`src/irq_route_pkg.sv`:
```
// Package for the interrupt and transfer-request routing block
// Assumes an AHB-Lite bus with 32-bit data and a single slave
package irq_route_pkg;

    // ========================================
    // Register offsets (byte addresses)
    localparam logic [7:0] SELECT_OFFSET = 8'h00;
    localparam logic [7:0] STATUS_OFFSET = 8'h04;
    localparam logic [7:0] MASK_OFFSET   = 8'h08;
    localparam logic [7:0] LEVEL_OFFSET  = 8'h0C;

    // ========================================
    // Select bit positions
    localparam int SEL_ADC1_BIT    = 6;
    localparam int SEL_ADC2_BIT    = 7;
    localparam int SEL_BT0_BIT     = 8;
    localparam int SEL_BT2_BIT     = 9;
    localparam int SEL_BT4_BIT     = 10;
    localparam int SEL_BT6_BIT     = 11;
    localparam int SEL_SER0_RX_BIT = 12;
    localparam int SEL_SER0_TX_BIT = 13;
    localparam int SEL_SER1_RX_BIT = 14;
    localparam int SEL_LOW_BIT     = 6;
    localparam int SEL_HIGH_BIT    = 14;
    localparam int NUM_SOURCES     = 9;

    // ========================================
    // Reset values
    localparam logic [31:0] SELECT_RESET = 32'h0000_0000;
    localparam logic [31:0] MASK_RESET   = 32'h0000_0000;
    localparam logic [31:0] STATUS_RESET = 32'h0000_0000;

    // ========================================
    // Bus encodings
    localparam logic [1:0] HTRANS_NONSEQ = 2'h2;
    localparam logic [1:0] HTRANS_SEQ    = 2'h3;
    localparam logic [1:0] HRESP_OKAY    = 2'h0;

endpackage

```
`src/source_sync.sv`:
```
// Two-stage synchroniser with rising-edge detect for routed sources
// Assumes asynchronous source levels and an active-low async reset
`timescale 1ns/100ps
`default_nettype none
module source_sync #(
    parameter int WIDTH = 9
) (
    input  wire logic             hclk,
    input  wire logic             hresetn,
    input  wire logic [WIDTH-1:0] async_in,
    output logic      [WIDTH-1:0] level_out,
    output logic      [WIDTH-1:0] rise_out
);

    logic [WIDTH-1:0] meta_reg;
    logic [WIDTH-1:0] sync_reg;
    logic [WIDTH-1:0] prev_reg;
    logic [WIDTH-1:0] meta_next;
    logic [WIDTH-1:0] sync_next;
    logic [WIDTH-1:0] prev_next;

    if (WIDTH < 1)
    begin
        $error("source_sync: WIDTH must be at least 1");
    end

    always_comb
    begin
        meta_next = async_in;
        sync_next = meta_reg;
        prev_next = sync_reg;
    end

    always_ff @(posedge hclk or negedge hresetn)
    begin
        if (!hresetn)
        begin
            meta_reg <= '0;
            sync_reg <= '0;
            prev_reg <= '0;
        end
        else
        begin
            meta_reg <= meta_next;
            sync_reg <= sync_next;
            prev_reg <= prev_next;
        end
    end

    assign level_out = sync_reg;
    assign rise_out  = sync_reg & ~prev_reg;

endmodule
`default_nettype wire

```
`src/irq_dma_request_router.sv`:
```
// Routes each peripheral interrupt source to the processor or the DMA
// Assumes AHB-Lite single-word transfers, sources from other clock domains
//
// Our own choices: the placing of the registers and the AHB-Lite slave port.
`timescale 1ns/100ps
`default_nettype none
// Function
// - Bit 14 routes serial 1 receive
// - Bit 13 routes serial 0 transmit
// - Bit 12 routes serial 0 receive
// - Bit 11 routes timer 6 line
// - Bit 10 routes timer 4 line
// - Bit 9 routes timer 2 line
// - Bit 8 routes timer 0 line
// - Bit 7 routes converter 2 scan
// - Bit 6 routes converter 1 scan
module irq_dma_request_router
    import irq_route_pkg::*;
(
    input  wire logic        hclk,
    input  wire logic        hresetn,
    input  wire logic        hsel,
    input  wire logic [31:0] haddr,
    input  wire logic [1:0]  htrans,
    input  wire logic        hwrite,
    input  wire logic [2:0]  hsize,
    input  wire logic [31:0] hwdata,
    input  wire logic        hready,
    output logic      [31:0] hrdata,
    output logic             hreadyout,
    output logic      [1:0]  hresp,
    input  wire logic        ser1_rx_irq,
    input  wire logic        ser0_tx_irq,
    input  wire logic        ser0_rx_irq,
    input  wire logic        timer6_irq0,
    input  wire logic        timer4_irq0,
    input  wire logic        timer2_irq0,
    input  wire logic        timer0_irq0,
    input  wire logic        adc2_scan_irq,
    input  wire logic        adc1_scan_irq,
    output logic [NUM_SOURCES-1:0] cpu_irq,
    output logic [NUM_SOURCES-1:0] dma_controller_req,
    output logic             router_irq
);
    import irq_route_pkg::*;

    // ========================================
    // Elaboration checks
    if (SEL_HIGH_BIT - SEL_LOW_BIT + 1 != NUM_SOURCES)
    begin
        $error("Select field width differs from the source count");
    end
    if (SEL_LOW_BIT < 0 || SEL_HIGH_BIT > 31)
    begin
        $error("Select field lies outside the data word");
    end
    if (SEL_ADC1_BIT != SEL_LOW_BIT || SEL_SER1_RX_BIT != SEL_HIGH_BIT)
    begin
        $error("Source bits do not span the select field");
    end

    // ========================================
    // Source synchronisers
    logic [NUM_SOURCES-1:0] src_raw;
    logic [NUM_SOURCES-1:0] src_level;
    logic [NUM_SOURCES-1:0] src_rise;

    // Index 0 is select bit 6, index 8 is select bit 14
    assign src_raw = {ser1_rx_irq, ser0_tx_irq, ser0_rx_irq,
                      timer6_irq0, timer4_irq0, timer2_irq0, timer0_irq0,
                      adc2_scan_irq, adc1_scan_irq};

    source_sync #(
        .WIDTH (NUM_SOURCES)
    ) u_sync (
        .hclk      (hclk),
        .hresetn   (hresetn),
        .async_in  (src_raw),
        .level_out (src_level),
        .rise_out  (src_rise)
    );

    // ========================================
    // Bus address phase capture
    logic       wr_pend_reg;
    logic       rd_pend_reg;
    logic [7:0] addr_reg;
    logic       wr_pend_next;
    logic       rd_pend_next;
    logic [7:0] addr_next;
    logic       take;

    assign take = hsel && hready && (htrans == HTRANS_NONSEQ || htrans == HTRANS_SEQ);

    always_comb
    begin
        wr_pend_next = take && hwrite;
        rd_pend_next = take && !hwrite;
        addr_next    = take ? haddr[7:0] : addr_reg;
    end

    always_ff @(posedge hclk or negedge hresetn)
    begin
        if (!hresetn)
        begin
            wr_pend_reg <= 1'b0;
            rd_pend_reg <= 1'b0;
            addr_reg    <= 8'h00;
        end
        else
        begin
            wr_pend_reg <= wr_pend_next;
            rd_pend_reg <= rd_pend_next;
            addr_reg    <= addr_next;
        end
    end

    // ========================================
    // Registers
    logic [NUM_SOURCES-1:0] select_reg;
    logic [NUM_SOURCES-1:0] mask_reg;
    logic [NUM_SOURCES-1:0] status_reg;
    logic [31:0]            hrdata_reg;
    logic [NUM_SOURCES-1:0] select_next;
    logic [NUM_SOURCES-1:0] mask_next;
    logic [NUM_SOURCES-1:0] status_next;
    logic [31:0]            hrdata_next;
    logic                   status_clear;

    function automatic logic [31:0] place(input logic [NUM_SOURCES-1:0] f);
        place = 32'h0000_0000;
        place[SEL_HIGH_BIT:SEL_LOW_BIT] = f;
    endfunction

    function automatic logic [NUM_SOURCES-1:0] pick(input logic [31:0] w);
        pick = w[SEL_HIGH_BIT:SEL_LOW_BIT];
    endfunction

    // ========================================
    // Routing and mask settings
    always_comb
    begin
        select_next = select_reg;
        mask_next   = mask_reg;
        if (wr_pend_reg)
        begin
            case (addr_reg)
                SELECT_OFFSET: select_next = pick(hwdata);
                MASK_OFFSET:   mask_next   = pick(hwdata);
                default:       ;
            endcase
        end
    end

    always_ff @(posedge hclk or negedge hresetn)
    begin
        if (!hresetn)
        begin
            select_reg <= SELECT_RESET[SEL_HIGH_BIT:SEL_LOW_BIT];
            mask_reg   <= MASK_RESET[SEL_HIGH_BIT:SEL_LOW_BIT];
        end
        else
        begin
            select_reg <= select_next;
            mask_reg   <= mask_next;
        end
    end

    // ========================================
    // Sticky event status
    assign status_clear = rd_pend_reg && (addr_reg == STATUS_OFFSET);

    always_comb
    begin
        // New events win over a clear in the same cycle
        status_next = status_clear ? '0 : status_reg;
        status_next = status_next | src_rise;
    end

    always_ff @(posedge hclk or negedge hresetn)
    begin
        if (!hresetn)
            status_reg <= STATUS_RESET[SEL_HIGH_BIT:SEL_LOW_BIT];
        else
            status_reg <= status_next;
    end

    // ========================================
    // Read data, valid in the data phase
    always_comb
    begin
        hrdata_next = 32'h0000_0000;
        if (rd_pend_next)
        begin
            case (haddr[7:0])
                SELECT_OFFSET: hrdata_next = place(select_reg);
                STATUS_OFFSET: hrdata_next = place(status_next);
                MASK_OFFSET:   hrdata_next = place(mask_reg);
                LEVEL_OFFSET:  hrdata_next = place(src_level);
                default:       hrdata_next = 32'h0000_0000;
            endcase
        end
    end

    always_ff @(posedge hclk or negedge hresetn)
    begin
        if (!hresetn)
            hrdata_reg <= 32'h0000_0000;
        else
            hrdata_reg <= hrdata_next;
    end

    // ========================================
    // Routing
    logic [NUM_SOURCES-1:0] cpu_next;
    logic [NUM_SOURCES-1:0] dma_next;
    logic [NUM_SOURCES-1:0] cpu_reg;
    logic [NUM_SOURCES-1:0] dma_reg;
    logic                   irq_next;
    logic                   irq_reg;

    always_comb
    begin
        cpu_next = '0;
        dma_next = '0;
        cpu_next[SEL_SER1_RX_BIT-SEL_LOW_BIT] =
            src_level[SEL_SER1_RX_BIT-SEL_LOW_BIT] & ~select_next[SEL_SER1_RX_BIT-SEL_LOW_BIT];
        cpu_next[SEL_SER0_TX_BIT-SEL_LOW_BIT] =
            src_level[SEL_SER0_TX_BIT-SEL_LOW_BIT] & ~select_next[SEL_SER0_TX_BIT-SEL_LOW_BIT];
        cpu_next[SEL_SER0_RX_BIT-SEL_LOW_BIT] =
            src_level[SEL_SER0_RX_BIT-SEL_LOW_BIT] & ~select_next[SEL_SER0_RX_BIT-SEL_LOW_BIT];
        cpu_next[SEL_BT6_BIT-SEL_LOW_BIT] =
            src_level[SEL_BT6_BIT-SEL_LOW_BIT] & ~select_next[SEL_BT6_BIT-SEL_LOW_BIT];
        cpu_next[SEL_BT4_BIT-SEL_LOW_BIT] =
            src_level[SEL_BT4_BIT-SEL_LOW_BIT] & ~select_next[SEL_BT4_BIT-SEL_LOW_BIT];
        cpu_next[SEL_BT2_BIT-SEL_LOW_BIT] =
            src_level[SEL_BT2_BIT-SEL_LOW_BIT] & ~select_next[SEL_BT2_BIT-SEL_LOW_BIT];
        cpu_next[SEL_BT0_BIT-SEL_LOW_BIT] =
            src_level[SEL_BT0_BIT-SEL_LOW_BIT] & ~select_next[SEL_BT0_BIT-SEL_LOW_BIT];
        cpu_next[SEL_ADC2_BIT-SEL_LOW_BIT] =
            src_level[SEL_ADC2_BIT-SEL_LOW_BIT] & ~select_next[SEL_ADC2_BIT-SEL_LOW_BIT];
        cpu_next[SEL_ADC1_BIT-SEL_LOW_BIT] =
            src_level[SEL_ADC1_BIT-SEL_LOW_BIT] & ~select_next[SEL_ADC1_BIT-SEL_LOW_BIT];
        // Transfer path takes each source level whose select bit is set, the processor path those with it clear
        dma_next = src_level & select_next;
        irq_next = |(status_next & mask_next);
    end

    always_ff @(posedge hclk or negedge hresetn)
    begin
        if (!hresetn)
        begin
            cpu_reg <= '0;
            dma_reg <= '0;
            irq_reg <= 1'b0;
        end
        else
        begin
            cpu_reg <= cpu_next;
            dma_reg <= dma_next;
            irq_reg <= irq_next;
        end
    end

    // ========================================
    // Bus response, zero wait states and always OKAY
    logic       ready_next;
    logic       ready_reg;
    logic [1:0] resp_next;
    logic [1:0] resp_reg;

    always_comb
    begin
        // Constant answer kept in a flop so the outputs are registered
        ready_next = 1'b1;
        resp_next  = HRESP_OKAY;
    end

    always_ff @(posedge hclk or negedge hresetn)
    begin
        if (!hresetn)
        begin
            ready_reg <= 1'b1;
            resp_reg  <= HRESP_OKAY;
        end
        else
        begin
            ready_reg <= ready_next;
            resp_reg  <= resp_next;
        end
    end

    // ========================================
    // Outputs
    assign cpu_irq            = cpu_reg;
    assign dma_controller_req = dma_reg;
    assign router_irq         = irq_reg;
    assign hrdata             = hrdata_reg;
    assign hreadyout          = ready_reg;
    assign hresp              = resp_reg;

endmodule
`default_nettype wire

```
`config.mk`:
```
export PLATFORM = sky130hd
export DESIGN_NAME = irq_dma_request_router
export DESIGN_NICKNAME = d
export VERILOG_FILES = /design/src/irq_route_pkg.sv /design/src/source_sync.sv /design/src/irq_dma_request_router.sv
export SDC_FILE = /design/constraint.sdc
export NUM_CORES = 1
export LEC_CHECK = 0
export ABC_CLOCK_PERIOD_IN_PS = 4100
export BUFFER_PORTS_ARGS = -buffer_cell sky130_fd_sc_hd__clkbuf_2
export CAP_MARGIN = 10
export CORE_UTILIZATION = 40
export DETAILED_ROUTE_END_ITERATION = 7
export HOLD_SLACK_MARGIN = 0.05
export PLACE_DENSITY = 0.7
export RECOVER_POWER = 50
export SETUP_SLACK_MARGIN = 0.1
export SYNTH_ARGS = -nofsm -noshare
export SYNTH_HDL_FRONTEND = slang
export SYNTH_HIERARCHICAL = 1
export SYNTH_SLANG_ARGS = --single-unit
export TNS_END_PERCENT = 100
```
`constraint.sdc`:
```
create_clock -name hclk -period 4.1 [get_ports hclk]
set_input_delay 0 -clock hclk [delete_from_list [all_inputs] [get_ports hclk]]
set_output_delay 0 -clock hclk [all_outputs]
set_load 0.05 [all_outputs]
```
==> run_results.csv, run 1 <==
group,metric,value,unit
run_status,status,"finished with violations",
run_status,violations,"capacitance limit, slew limit",
die,die_area,9510,um^2
synth,yosys_warnings,6,
die,die_h,97.5,um
sta,fin_crit,2530,ps
sta,finalCritPeriodShare,61.8,%
synth,synth_flop_cell,"dfrtp_1",
die,initial_core_util,41.6,%
place,port-buffer-count,59,
sta,tightest_slew,1790,ps
place,place_hpwl,4040,um
setup_path,startpoint_type,"input pin",
synth,ys_ff_latch,92,
synth,synth_edf_count,0,
synth,synth_seq_area_share,63.1,%
global_route,grtUsageTotal,14.1,%
sta,hold_viol,0,
synth,synth_top_cells_by_count,"92 x dfrtp_1, 26 x buf_4, 19 x nor2b_1",
synth,synth_top_area_cell,"dfrtp_1",
sta,timing.fmax,0.395,GHz
die,core.rowCount,34,
routing,firstDrtPassIters,4,
synth,synth_area_leaders,"dfrtp_1 63%, mux4_2 5.6%, buf_4 5.3%, mux2_2 4.3%, nor2b_4 3.4%",
power,power_density,418,nW/um^2
synth,async_reset_ff_share,100,%
routing,num_vias,2081,
power,p_leak,2.13,nW
routing,wl_per_cell,13.4,um
power,total_power,1.84,mW
setup_path,critPathRequiredTime,4220,ps
global_route,grt_pass1_wl,10300,um
cts,clk_pin_slew_worst_paths,80,ps
cts,cts_buffers,9,
sta,rsz0062_at_grt,"false",
sta,hold_slack,176,ps
place,dp_cells,417,
cts,cts_tree,"yes",
setup_path,endpoint_kind,"asynchronous set/reset pin",
sta,slew_headroom,-19.5,%
setup_path,timing_worst_setup_path_type,"in -> async",
die,io_pins,137,
setup_path,critPathTopFamily,"buffers and inverters",
setup_path,critical-path-slowest-cell,"clkbuf_2",
cts,ctsHtreeMaxLevel,3,
sta,fin_worst_skew,7.46,ps
layout,synthToLayoutAreaGrowth,20.5,%
layout,antenna_cells,0,
global_route,grt_start_max_net_pins,93,
setup_path,cp_cell_sequence,"dlygate4sd3_1 -> clkbuf_1 -> clkbuf_2",
layout,instances_no_fill,460,
synth,syn_avg_cell_area,14.2,um^2
routing,ant_nets,0,
synth,synthDistinctLibCells,33,
synth,synth_area,3650,um^2
cts,clock_path_buffers,2,
routing,via_per_inst,4.52,
setup_path,cp.arrival,2650,ps
global_route,grt_pass1_vias,2111,
cts,cts_resized,0,
power,ir_drop,0.000178,V
setup_path,slowest_delay,1420,ps
routing,wl,6160,um
synth,synth_cells,257,
routing,drc_errors,0,
setup_path,path_buf_inv,3,
global_route,antenna_found_initial,0,
cts,cts_root_buf,"clkbuf_8",
setup_path,cp_max_fo,76,
sta,slew_viol_final,77,
die,die_w,97.5,um
layout,fin_nets,430,
synth,yosysMostFrequentCell,"dfrtp_1",
routing,drt-initial-drc-count,49,
min_path,hp-class,"in -> reg",
layout,drive_gt1_share,31.3,%
synth,yosysTopAreaCellShare,63.1,%
cts,clock_sinks,92,
sta,setup_viol,0,
die,coreArea,8760,um^2
cts,clk_latency,350,ps
place,gp_congestion,0.787,
sta,tns,0,ps
global_route,overflow,0,
flow_run,maxCapViolations,1,
timing repair:
action / in CTS / in global routing
hold endpoints to repair: 135 / 0
hold buffers: 26 / 0
buffers inserted: 0 / 0
worst paths after layout:
kind	from	endpoint	cells past startpoint	slack, ps
worst max-delay path	hresetn	router_irq	3	1570
worst min-delay path	haddr[3]	addr_reg[3]	2	180
worst max register to register	addr_reg[0]	hrdata[12]	5	1750
worst min register to register	u_sync/meta_reg[5]	u_sync/level_out[5]	0	350
max in group hclk	addr_reg[0]	hrdata[12]	5	1750
min in group asynchronous	hresetn	dma_controller_req[0]	2	270
worst reg2reg max path: stages, from the launching register on:
cell	delay, ps
dfrtp_1	490
nor3_1	450
nand3_1	390
a21o_1	310
mux4_2	440
nor2b_1	140
routing by layer:
metal | global-route usage [%] | wire length, um
met2 | 21.5 | 2860
met5 | 0 | 0
met3 | 4.39 | 292
met1 | 18.9 | 2920
met4 | 5.77 | 84
final cells by class:
cell class | count | area, um^2
multi-input cells | 142 | 1160
repair buffers | 86 | 558
well taps | 108 | 135
fillers | 768 | 4370
clock inverters | 1 | 5.00
clock buffers | 15 | 176
inverters | 16 | 60.1
flip-flops and latches | 92 | 2300
per-stage QoR:
stage	utilization (%)	worst slack, ps	instance area [um^2]
after global routing	50.2	1020	4400
after CTS	50.2	1700	4400
after detailed placement	45.1	1750	3960
final	50.2	1570	4400
after floorplan	-	1970	3740
after global placement	45.1	1770	3960
kinds of logic (layout without fill, tap and decap cells):
logic type | after synthesis | in the layout | share of synthesized area, %
other | 2 | 26 | 0.206
AOI/OAI and AO/OA | 20 | 20 | 4.22
DFF | 92 | 92 | 63.1
and+or+nand+nor | 67 | 67 | 13.4
buffers and inverters | 47 | 118 | 7.58
muxes | 29 | 29 | 11.5
power by group:
| group | internal, mW | switching, mW |
|---|---|---|
| registers | 0.967 | 0.0421 |
| clock network | 0.270 | 0.283 |
| logic | 0.101 | 0.177 |
| total | 1.34 | 0.502 |
placed cells by master (no fill, tap or decap), types with 2 or more instances in the layout:
| master | count |
|---|---|
| o31a_1 | 2 |
| clkbuf_8 | 12 |
| o22a_1 | 3 |
| a21o_1 | 6 |
| a31oi_1 | 3 |
| clkbuf_2 | 58 |
| or2_1 | 2 |
| or2_2 | 4 |
| mux2_2 | 14 |
| mux2i_1 | 6 |
| a21oi_1 | 3 |
| and2_1 | 10 |
| dfrtp_1 | 92 |
| inv_1 | 16 |
| mux4_2 | 9 |
| nand2_1 | 2 |
| nor2b_4 | 9 |
| clkbuf_1 | 5 |
| dlygate4sd3_1 | 26 |
| nand3_1 | 4 |
| conb_1 | 26 |
| nor2b_1 | 19 |
| nor4_1 | 4 |
| nor2_1 | 7 |
No activity file was read; power rests on OpenSTA's default activity.
==> run 2, diff against run 1 <==
ABC_AREA = 1   (was default)
ABC_CLOCK_PERIOD_IN_PS = 2200   (was 4100)
PLACE_DENSITY = 0.73   (was 0.7)
clock period = 2.2 ns   (was 4.1 ns; I/O delays follow)
==> run 2 against run 1 <==
  * The flow now finishes without violations
  * Flip-flop and latch count unchanged
  * Utilization up 1.3 points
  * Synthesized cell count up 45%
  * Sequential power up 90%
  * Via count up 29%
  * Combinational power up 140%
  * Setup slack worse by 1100 ps
  * Non-clock buffer count up 8
  * Critical path depth up 6
  * First-iteration DRC count up 130%
  * Count of clock-buffer cells in the layout down 2
  * Critical path type is now in -> reg
  * Largest power group unchanged
==> run_results.csv, run 2 <==
group,metric,value,unit
routing,firstDrtPassIters,6,
synth,ys_ff_latch,92,
synth,synth_seq_area_share,62.1,%
cts,hold_buffers,29,
setup_path,endpoint_kind,"register",
die,core.rowCount,34,
layout,layout_commonest_cell,"dfrtp_1",
cts,clk_latency,350,ps
setup_path,cp.arrival,2000,ps
global_route,met2_usage,27.5,%
routing,wl_per_cell,12.7,um
setup_path,r2r_slack,480,ps
synth,yosys_warnings,6,
synth,yosysMostFrequentCell,"dfrtp_1",
routing,wl,7470,um
cts,ctsHtreeMaxLevel,3,
synth,synthDistinctLibCells,21,
global_route,grt_util_met3,5.08,%
sta,slew_headroom,26.9,%
synth,synth_top_cells_by_count,"92 x dfrtp_1, 57 x nand2_1, 48 x inv_1",
synth,syn_avg_cell_area,9.94,um^2
power,total_power,3.68,mW
power,power_density,808,nW/um^2
setup_path,crit_end,"hrdata[8]",
setup_path,timing_worst_setup_path_type,"in -> reg",
sta,timing.fmax,0.575,GHz
global_route,overflow,0,
sta,setup_viol,0,
die,die_w,98.3,um
sta,rsz0062_at_grt,"false",
run_status,status,"finished clean",
layout,multi_input_area,1110,um^2
synth,synth_top_area_cell,"dfrtp_1",
place,gp_congestion,0.830,
synth,async_reset_ff_share,100,%
sta,fin_crit,1740,ps
die,coreArea,8850,um^2
cts,cts_buffers,9,
global_route,use_met1,22.7,%
layout,utilization,51.5,%
cts,cts_tree,"yes",
layout,layout_common_cells,"92 x dfrtp_1, 59 x clkbuf_2, 57 x nand2_1",
setup_path,reg2reg_depth,7,
setup_path,worstReg2RegStart,"addr_reg[1]",
cts,clock_path_buffers,2,
sta,fin_worst_skew,5.75,ps
sta,hold_viol,0,
setup_path,worstReg2RegEnd,"cpu_irq[5]",
flow_run,maxCapViolations,0,
layout,regArea,2300,um^2
global_route,grt_pass1_wl,12800,um
routing,num_vias,2677,
cts,cts_resized,0,
min_path,hp-class,"in -> reg",
cts,cts_root_buf,"clkbuf_8",
routing,via_per_inst,4.57,
global_route,grt_pass1_vias,2705,
power,ir_drop,0.000372,V
sta,slew_viol_final,0,
global_route,grtUsageTotal,17.2,%
cts,clock_sinks,92,
die,initial_core_util,41.9,%
synth,synth_cells,373,
sta,tightest_slew,1100,ps
layout,synthToLayoutAreaGrowth,22.8,%
cts,clk_pin_slew_worst_paths,80,ps
global_route,antenna_found_initial,0,
routing,drc_errors,0,
global_route,grt_start_max_net_pins,50,
setup_path,critPathRequiredTime,2460,ps
layout,fin_nets,557,
place,port-buffer-count,59,
setup_path,cp_max_fo,9,
die,die_area,9660,um^2
synth,synth_flop_cell,"dfrtp_1",
sta,tns,0,ps
place,place_hpwl,5100,um
synth,synth_edf_count,0,
routing,drt-initial-drc-count,112,
synth,yosysTopAreaCellShare,62.1,%
power,p_leak,2.39,nW
layout,antenna_cells,0,
synth,synth_area,3710,um^2
cts,postCtsSetupBuffers,0,
layout,fill_cells,810,
die,io_pins,137,
global_route,busiest_layer,"met2",
setup_path,startpoint_type,"input pin",
setup_path,startpoint,"haddr[1]",
layout,drive_gt1_share,23.8,%
die,die_h,98.3,um
routing,ant_nets,0,
sta,finalCritPeriodShare,79.1,%
synth,synth_area_leaders,"dfrtp_1 62%, nand2_1 5.8%, buf_4 5.3%, nor2_2 5.1%, inv_1 4.9%",
## run 2: cell types whose count changed in the layout (fill, tap and decap cells not counted), moves of 8 or more
cell and delta:
nand2_1 +55, inv_1 +32, nor2_2 +30, nor2_1 +28, nor2b_1 -19, o21ai_0 +18
a21oi_1 +15, mux2_2 -12, nand3_1 +12, and2_1 -10, mux4_2 -9, nor2b_4 -9
nor3_1 +9, o21bai_1 +8
## run 2: layer usage
layer	routed length, um	up-vias
li1	-	1305
met1	3430	1288
met2	3560	75
met3	400	9
met4	82	0
met5	0	-
## run 2: logic make-up after synthesis
kind of cell	after synthesis	share of synthesized area, %
AND/OR/NAND/NOR	156	20.2
flip-flops	92	62.1
AO/OA/AOI/OAI	44	6.48
buffers and inverters	77	10.4
other	2	0.203
multiplexers	2	0.607
## run 2: cell type report
class / count / share of cell area [%]
clock buffer: 13 / 3.27
clock inverter: 2 / 0.769
inverter: 49 / 4.04
multi-input combinational: 228 / 24.3
sequential: 92 / 50.6
tap: 108 / 2.97
timing repair buffer: 94 / 14.0
## run 2: through the flow
stage,cells,setup slack [ps],instance area (um^2),hold WS [ps]
5_1_grt,586,328,4550,271
4_1_cts,586,476,4560,54.3
3_3_place_gp,542,521,4090,25.8
2_1_floorplan,397,803,3800,-296
3_5_place_dp,542,500,4090,35.8
6_report,586,460,4550,248
## run 2: report_power, final
part           internal (mW)  leakage (nW)  switching [mW]
combinational          0.173          1.22           0.497
sequential              1.85          1.07          0.0761
clock                  0.550        0.0935           0.536
## run 2: worst min path at each step
| stage | from | endpoint | slack (ps) | depth (start not counted) |
|---|---|---|---|---|
| 2_1_floorplan | hresetn | addr_reg[0] | -300 | 0 |
| 3_3_place_gp | hresetn | u_sync/meta_reg[8] | 30 | 1 |
| 3_5_place_dp | hresetn | u_sync/meta_reg[8] | 40 | 1 |
| 4_1_cts | htrans[1] | wr_pend_reg | 50 | 4 |
| 5_1_grt | ser0_rx_irq | u_sync/meta_reg[6] | 270 | 2 |
| 6_report | hsel | wr_pend_reg | 250 | 4 |
## run 2: critical path: stages
cell and delay, ps:
dlygate4sd3_1 540, clkbuf_2 110, nor2_1 260, inv_1 140
nor3_1 140, nand2_1 260, o21ai_0 270, nor2_1 90
a21oi_1 180
